File: src/qbt_pkg.sv
// package for the burst query table: word indexes, table values, field layout
// assumes a 32-bit ahb-lite slave with word-aligned registers at 4 x index
`default_nettype none

package qbt_pkg;

    // table indexes; byte address is four times the index
    localparam logic [9:0] QBT_IDX_PAGE_CAP    = 10'h127;
    localparam logic [9:0] QBT_IDX_FIELD_COUNT = 10'h128;
    localparam logic [9:0] QBT_IDX_CFG_FIRST   = 10'h129;
    localparam logic [9:0] QBT_IDX_CFG_SECOND  = 10'h12a;
    localparam logic [9:0] QBT_IDX_CFG_THIRD   = 10'h12b;
    localparam logic [9:0] QBT_IDX_CFG_FOURTH  = 10'h12c;
    localparam logic [9:0] QBT_IDX_PART_COUNT  = 10'h12d;
    // control and status words beside the table
    localparam logic [9:0] QBT_IDX_QUERY_CTRL  = 10'h140;
    localparam logic [9:0] QBT_IDX_BURST_CFG   = 10'h141;
    localparam logic [9:0] QBT_IDX_BURST_STAT  = 10'h142;
    localparam logic [9:0] QBT_IDX_UNMAPPED    = 10'h3ff;

    // table contents
    localparam logic [7:0] QBT_PAGE_CAP_VAL    = 8'h05;
    localparam logic [7:0] QBT_FIELD_COUNT_VAL = 8'h04;
    localparam logic [7:0] QBT_CFG_FIRST_VAL   = 8'h01;
    localparam logic [7:0] QBT_CFG_SECOND_VAL  = 8'h02;
    localparam logic [7:0] QBT_CFG_THIRD_VAL   = 8'h03;
    localparam logic [7:0] QBT_CFG_FOURTH_VAL  = 8'h07;
    localparam logic [7:0] QBT_PART_COUNT_DEF  = 8'h01;

    // field layout
    localparam logic [2:0] QBT_BURST_CONTINUOUS = 3'h7;
    localparam int         QBT_STAT_CONT_BIT    = 8;
    localparam int         QBT_STAT_PAGE_BIT    = 9;
    localparam int         QBT_STAT_BURST_BIT   = 10;
    localparam int         QBT_STAT_SINGLE_BIT  = 11;

    // values after reset
    localparam logic       QBT_QUERY_EN_RST  = 1'b1;
    localparam logic [2:0] QBT_BURST_SEL_RST = 3'h1;

    localparam logic [1:0] QBT_HTRANS_NONSEQ = 2'h2;

    typedef struct packed {
        logic [31:0] rdata;
        logic        ready;
        logic        resp;
        logic        wr_pend;
        logic [9:0]  wr_idx;
        logic        query_en;
        logic [2:0]  burst_sel;
    } qbt_state_type;

    // burst length in words at full width; zero for the continuous code
    function automatic logic [7:0] qbt_burst_words(input logic [2:0] sel);
        logic [7:0] words;
        words = 8'h00;
        if (sel != QBT_BURST_CONTINUOUS) begin
            words = 8'h01 << (sel + 3'h1);
        end
        return words;
    endfunction

    function automatic logic [31:0] qbt_read_word(input logic [9:0] idx,
                                                  input logic       en,
                                                  input logic [2:0] sel,
                                                  input logic [7:0] part);
        logic [31:0] w;
        w = 32'h0000_0000;
        case (idx)
            QBT_IDX_PAGE_CAP:    w = {24'h00_0000, QBT_PAGE_CAP_VAL};
            QBT_IDX_FIELD_COUNT: w = {24'h00_0000, QBT_FIELD_COUNT_VAL};
            QBT_IDX_CFG_FIRST:   w = {24'h00_0000, QBT_CFG_FIRST_VAL};
            QBT_IDX_CFG_SECOND:  w = {24'h00_0000, QBT_CFG_SECOND_VAL};
            QBT_IDX_CFG_THIRD:   w = {24'h00_0000, QBT_CFG_THIRD_VAL};
            QBT_IDX_CFG_FOURTH:  w = {24'h00_0000, QBT_CFG_FOURTH_VAL};
            QBT_IDX_PART_COUNT:  w = {24'h00_0000, part};
            default:             w = 32'h0000_0000;
        endcase
        if (!en) begin
            w = 32'h0000_0000;
        end
        case (idx)
            QBT_IDX_QUERY_CTRL: w = {31'h0000_0000, en};
            QBT_IDX_BURST_CFG:  w = {29'h0000_0000, sel};
            QBT_IDX_BURST_STAT: begin
                w = {24'h00_0000, qbt_burst_words(sel)};
                w[QBT_STAT_CONT_BIT]   = (sel == QBT_BURST_CONTINUOUS);
                w[QBT_STAT_PAGE_BIT]   = (QBT_PAGE_CAP_VAL != 8'h00);
                w[QBT_STAT_BURST_BIT]  = (QBT_FIELD_COUNT_VAL != 8'h00);
                w[QBT_STAT_SINGLE_BIT] = (part == 8'h00);
            end
            default: ;
        endcase
        return w;
    endfunction

endpackage

`default_nettype wire

File: src/qbt_query_table.sv
// burst and page query table behind an ahb-lite slave port
// assumes a single ahb-lite master on the same clock, word transfers only
`default_nettype none

module qbt_query_table
    import qbt_pkg::*;
#(
    parameter logic [7:0] PART_REGIONS = QBT_PART_COUNT_DEF
) (
    input  wire logic        clk,
    input  wire logic        rst,
    input  wire logic        hsel,
    input  wire logic [31:0] haddr,
    input  wire logic [1:0]  htrans,
    input  wire logic        hwrite,
    input  wire logic [2:0]  hsize,
    input  wire logic [31:0] hwdata,
    input  wire logic        hready,
    output logic      [31:0] hrdata,
    output logic             hreadyout,
    output logic             hresp
);

    qbt_state_type st;
    qbt_state_type next_st;
    logic          accept;
    logic          acc_rd;
    logic [9:0]    idx;

    // only word transfers are issued, so size carries no decode
    assign accept = hsel && hready && (htrans == QBT_HTRANS_NONSEQ || htrans == 2'h3);
    assign acc_rd = accept && !hwrite;
    assign idx    = (haddr[31:12] == 20'h0_0000) ? haddr[11:2] : QBT_IDX_UNMAPPED;

    always_comb begin
        next_st       = st;
        next_st.ready = 1'b1;
        next_st.resp  = 1'b0;
        // write data lands in the data phase, one cycle after its address
        if (st.wr_pend) begin
            if (st.wr_idx == QBT_IDX_QUERY_CTRL) begin
                next_st.query_en = hwdata[0];
            end
            if (st.wr_idx == QBT_IDX_BURST_CFG) begin
                next_st.burst_sel = hwdata[2:0];
            end
        end
        next_st.wr_pend = accept && hwrite;
        next_st.wr_idx  = idx;
        // read data prepared at the address phase so hrdata is a flop
        if (acc_rd) begin
            next_st.rdata = qbt_read_word(idx, st.query_en, st.burst_sel, PART_REGIONS);
        end
    end

    always_ff @(posedge clk or posedge rst) begin
        if (rst) begin
            st.rdata     <= 32'h0000_0000;
            st.ready     <= 1'b1;
            st.resp      <= 1'b0;
            st.wr_pend   <= 1'b0;
            st.wr_idx    <= 10'h000;
            st.query_en  <= QBT_QUERY_EN_RST;
            st.burst_sel <= QBT_BURST_SEL_RST;
        end else begin
            st <= next_st;
        end
    end

    assign hrdata    = st.rdata;
    assign hreadyout = st.ready;
    assign hresp     = st.resp;

    // a write followed at once by a read of the same word sees the old value
    chk_page_size_value: assert property (@(posedge clk) disable iff (rst)
        $past(acc_rd) && $past(idx) == QBT_IDX_PAGE_CAP && $past(st.query_en)
        |-> hrdata == 32'h0000_0005)
        else $error("page size entry not 05");

    chk_page_present_flag: assert property (@(posedge clk) disable iff (rst)
        $past(acc_rd) && $past(idx) == QBT_IDX_BURST_STAT |-> hrdata[QBT_STAT_PAGE_BIT])
        else $error("page buffer flag wrong");

    chk_field_count_value: assert property (@(posedge clk) disable iff (rst)
        $past(acc_rd) && $past(idx) == QBT_IDX_FIELD_COUNT && $past(st.query_en)
        |-> hrdata == 32'h0000_0004 ##0 st.ready)
        else $error("field count not 04");

    chk_burst_length_decode: assert property (@(posedge clk) disable iff (rst)
        $past(acc_rd) && $past(idx) == QBT_IDX_BURST_STAT && $past(st.burst_sel) != 3'h7
        |-> hrdata[7:0] == (8'h01 << ($past(st.burst_sel) + 3'h1)) && !hrdata[8])
        else $error("burst length decode wrong");

    chk_continuous_burst: assert property (@(posedge clk) disable iff (rst)
        $past(acc_rd) && $past(idx) == QBT_IDX_BURST_STAT && $past(st.burst_sel) == 3'h7
        |-> hrdata[8] && hrdata[7:0] == 8'h00)
        else $error("continuous burst not flagged");

    chk_config_entries: assert property (@(posedge clk) disable iff (rst)
        $past(acc_rd) && $past(st.query_en)
        && $past(idx) >= QBT_IDX_CFG_FIRST && $past(idx) <= QBT_IDX_CFG_FOURTH
        |-> ($past(idx) == QBT_IDX_CFG_FIRST  && hrdata == 32'h0000_0001)
         || ($past(idx) == QBT_IDX_CFG_SECOND && hrdata == 32'h0000_0002)
         || ($past(idx) == QBT_IDX_CFG_THIRD  && hrdata == 32'h0000_0003)
         || ($past(idx) == QBT_IDX_CFG_FOURTH && hrdata == 32'h0000_0007))
        else $error("config entry value wrong");

    chk_partition_count: assert property (@(posedge clk) disable iff (rst)
        $past(acc_rd) && $past(idx) == QBT_IDX_PART_COUNT && $past(st.query_en)
        |-> hrdata == {24'h00_0000, PART_REGIONS})
        else $error("partition count wrong");

    chk_upper_byte_zero: assert property (@(posedge clk) disable iff (rst)
        $past(acc_rd) && $past(idx) >= QBT_IDX_PAGE_CAP && $past(idx) <= QBT_IDX_PART_COUNT
        |-> hrdata[31:8] == 24'h00_0000 ##1 (hrdata == $past(hrdata) || $past(acc_rd)))
        else $error("upper data bits not zero");

    chk_ready_okay: assert property (@(posedge clk) disable iff (rst)
        hreadyout && !hresp)
        else $error("slave stalled or erred");

    // query mode off hides the table but not the control words
    chk_table_blanked: assert property (@(posedge clk) disable iff (rst)
        $past(acc_rd) && !$past(st.query_en)
        && $past(idx) >= QBT_IDX_PAGE_CAP && $past(idx) <= QBT_IDX_PART_COUNT
        |-> hrdata == 32'h0000_0000)
        else $error("table not blanked");

    chk_unmapped_zero: assert property (@(posedge clk) disable iff (rst)
        $past(acc_rd) && $past(idx) == QBT_IDX_UNMAPPED |-> hrdata == 32'h0000_0000)
        else $error("unmapped word not zero");

    // the host copies a config byte here; only three bits are kept
    chk_burst_cfg_lands: assert property (@(posedge clk) disable iff (rst)
        $past(st.wr_pend) && $past(st.wr_idx) == QBT_IDX_BURST_CFG
        |-> st.burst_sel == $past(hwdata[2:0]))
        else $error("burst config write lost");

    chk_query_en_lands: assert property (@(posedge clk) disable iff (rst)
        $past(st.wr_pend) && $past(st.wr_idx) == QBT_IDX_QUERY_CTRL
        |-> st.query_en == $past(hwdata[0]))
        else $error("query enable write lost");

    chk_burst_cfg_readback: assert property (@(posedge clk) disable iff (rst)
        $past(acc_rd) && $past(idx) == QBT_IDX_BURST_CFG
        |-> hrdata == {29'h0000_0000, $past(st.burst_sel)})
        else $error("burst config readback wrong");

    chk_burst_capable_flag: assert property (@(posedge clk) disable iff (rst)
        $past(acc_rd) && $past(idx) == QBT_IDX_BURST_STAT |-> hrdata[QBT_STAT_BURST_BIT])
        else $error("burst capable flag wrong");

    chk_single_part_flag: assert property (@(posedge clk) disable iff (rst)
        $past(acc_rd) && $past(idx) == QBT_IDX_BURST_STAT
        |-> hrdata[QBT_STAT_SINGLE_BIT] == (PART_REGIONS == 8'h00))
        else $error("single partition flag wrong");

    // read data must stand until the next accepted read
    chk_rdata_holds: assert property (@(posedge clk) disable iff (rst)
        !$past(acc_rd) |-> $stable(hrdata))
        else $error("read data moved without a read");

    chk_no_stray_write: assert property (@(posedge clk) disable iff (rst)
        !$past(accept && hwrite) |-> !st.wr_pend)
        else $error("write pending without a write");

endmodule

`default_nettype wire

File: config.mk
export PLATFORM = sky130hd
export DESIGN_NAME = qbt_query_table
export DESIGN_NICKNAME = d
export VERILOG_FILES = /design/src/qbt_pkg.sv /design/src/qbt_query_table.sv
export SDC_FILE = /design/constraint.sdc
export NUM_CORES = 1
export LEC_CHECK = 0
export BUFFER_PORTS_ARGS = -buffer_cell sky130_fd_sc_hd__buf_4
export CAP_MARGIN = 5
export CORE_MARGIN = 4
export CORE_UTILIZATION = 39
export DETAILED_ROUTE_END_ITERATION = 8
export PLACE_DENSITY = 0.76
export SLEW_MARGIN = 0
export SYNTH_ARGS = -nofsm -noshare
export SYNTH_HDL_FRONTEND = slang
export SYNTH_SLANG_ARGS = --single-unit
File: constraint.sdc
create_clock -name clk -period 2.4 [get_ports clk]
set_input_delay 0.6 -clock clk [delete_from_list [all_inputs] [get_ports clk]]
set_output_delay 0.6 -clock clk [all_outputs]
set_load 0.05 [all_outputs]
==> results_dict.tcl <==
set metrics [dict create \
    status "finished clean" \
    vias 1103 \
    critPathBufInv 0 \
    slowest_stage "dfstp_2" \
    final_cell_mix "buf_4, conb_1, dfrtp_1" \
    final_common_cell "buf_4" \
    synth_flop_cell "dfrtp_1" \
    antenna_found_initial 0 \
    synthTopCellsByArea "dfrtp_1, buf_4, or3_1, a22o_1, nor4b_2" \
    yosys.area_share.xor_xnor 0 \
    rows 22 \
    cts_tree "done" \
    synth_top_family_by_area "simple AND/OR/NAND/NOR gates" \
    max_clock_freq_ghz 0.505 \
    drt-initial-drc-count 55 \
    synth.avg_cell_area_sq_um 10.7 \
    synth_compound_area_frac 0.107 \
    viasPerCell 4.82 \
    fp.coreArea_sq_um 3740 \
    final.period_utilization 0.826 \
    htree_levels 1 \
    setup_viol 0 \
    synthAdderAreaFrac 0.00812 \
    portBuffers 49 \
    utilization 0.489 \
    io_pins 108 \
    drv_cap 0 \
    cp.depth 6 \
    fin_hold_ws_ps 366 \
    postLayoutSetupSlackWorst_ps 418 \
    crit_family "simple AND/OR/NAND/NOR gates" \
    design_area_sq_um 1830 \
    place_ws_ps 371 \
    worstPathRequired_ps 2610 \
    drive_above_1_share 0.392 \
    grt_pass1_wl_um 4750 \
    vdd_drop_max_v 0.000185 \
    slowest_delay_ps 570 \
    synth_edf_count 0 \
    dieWidth_um 70.9 \
    fin_crit_ps 1980 \
    p_leak_nw 0.855 \
    intPower_mw 0.599 \
    p_per_area_nw_per_um2 463 \
    fin_tns_setup_ps 0 \
    yosysTopAreaCellShare 0.373 \
    rsz0062_at_grt "false" \
    grt_max_degree 26 \
    fin_nets 257 \
    post_cts_buffers 0 \
    clockBufferDepth 2 \
    root_buffer "clkbuf_8" \
    ys_ff_latch 25 \
    yosysTopAreaCell "dfrtp_1" \
    hold_viol 0 \
    ys_async_sr_fraction 1.00 \
    firstDrtPassIters 4 \
    syn-cell-area_sq_um 1540 \
    wirelength_um 2890 \
    yosysSeqAreaShare 0.407 \
    final_cells 229 \
    wl_per_cell_um 12.6 \
    die-area_sq_um 5020 \
    areaGrowthSynthToFinish_pct 18.8 \
    drv_slew 0 \
    pwr-share-clk 0.286 \
    cts_resized 0 \
    numClockSinks 25 \
    crit_fanout 6 \
    p_switching_mw 0.250 \
    dp_hpwl_um 2290 \
    finalPower_mw 0.849 \
    reg2regPathDepth 6 \
    cp.arrival_ps 2190 \
    worstSetupEndpointType "register" \
    clkLatencyLatePin_ps 270 \
    place.gp.congestion 0.765 \
    synthSimpleGateAreaFrac 0.252 \
    start_kind "register" \
    grt_overflow 0 \
    crit_chain "and2_1 -> ha_1 -> nor4b_2 -> a22oi_1 -> o32ai_1 -> a22o_1" \
    place_inst 225 \
    worstSetupPathType "reg -> reg" \
    p_comb_frac 0.211 \
    p_sw_frac 0.295 \
    grt_usage 0.117 \
    ys_types 45 \
    yosysWarnings 0 \
    pwr-share-seq 0.504 \
    clk_pin_slew_worst_paths_ps 80 \
    grt_pass1_vias 1049 \
    drc 0 \
    clock_skew_ps 1.25 \
    fp.dieH_um 70.9 \
    post_dp_cell_area_sq_um 1790 \
    insertedDiodeCount 0 \
    cts_buffers 3 \
    ant_nets 0 \
    hold_buffers 0 \
    holdCritPathClass "in -> async" \
    synthMuxAreaShare 0.0357 \
    initial_core_util 0.412 \
    synth_cells 144 \
]
-- routing by layer --
layer | GRT usage | share of wire | vias to the layer above
li1 | - | - | 545
met1 | 0.144 | 0.39 | 495
met2 | 0.195 | 0.49 | 58
met3 | 0.0227 | 0.097 | 5
met4 | 0.0626 | 0.023 | 0
met5 | 0 | 0 | -
-- logic make-up after synthesis --
| kind of cell | after synthesis |
|---|---|
| other | 2 |
| muxes | 5 |
| adders and majority gates | 1 |
| DFF | 25 |
| AOI/OAI and AO/OA | 20 |
| and+or+nand+nor | 50 |
| buffers and inverters | 41 |
-- worst reg2reg max path: stages, from the launching register on --
cell and delay (ps):
dfstp_2 570, and2_1 170, ha_1 290, nor4b_2 420, a22oi_1 150, o32ai_1 160
a22o_1 160
-- area by class of cell --
cell class                      instances  area, sq um
Timing Repair Buffer                   51          383
Clock inverter                          1         5.00
Sequential cell                        25          628
Multi-Input combinational cell         99          707
Clock buffer                            3         41.3
Tap cell                               48         60.1
Fill cell                             380         1910
Inverter                                2         7.51
-- synthesized netlist by cell type, types with 2 or more instances --
cell and number:
inv_1 2, nand2b_1 2, nor4_1 3, and3_1 3
or3_1 10, nand3b_1 2, a21oi_1 2, dfrtp_1 23
buf_2 3, nor4b_2 4, nor4_2 3, a22oi_1 2
nor2b_1 5, nor2_1 4, a22o_1 7, mux2_1 3
dfstp_2 2, clkbuf_1 2, buf_4 34, conb_1 2
o32ai_1 2
-- power groups by stage --
stage	registers [mW]	clock network [mW]	logic, mW
after floorplan	0.435	0	0.146
after global placement	0.436	0	0.177
after detailed placement	0.436	0	0.178
after CTS	0.428	0.251	0.179
after global routing	0.428	0.259	0.192
final	0.428	0.242	0.179
-- sequential cells by signal, summed over array words and instances (netlist names) --
| signal | cells |
|---|---|
| st | 15 |
| hrdata | 10 |
-- worst paths after layout --
check                           from   endpoint  slack (ps)
setup / recovery               st[0]  hrdata[1]         420
hold / removal                   rst     st[10]         370
setup reg to reg               st[0]  hrdata[1]         420
hold reg to reg            hrdata[3]  hrdata[3]         500
max in group asynchronous        rst      st[0]        1750
min in group clk           hrdata[3]  hrdata[3]         500
(Power assumes the default switching activity.)
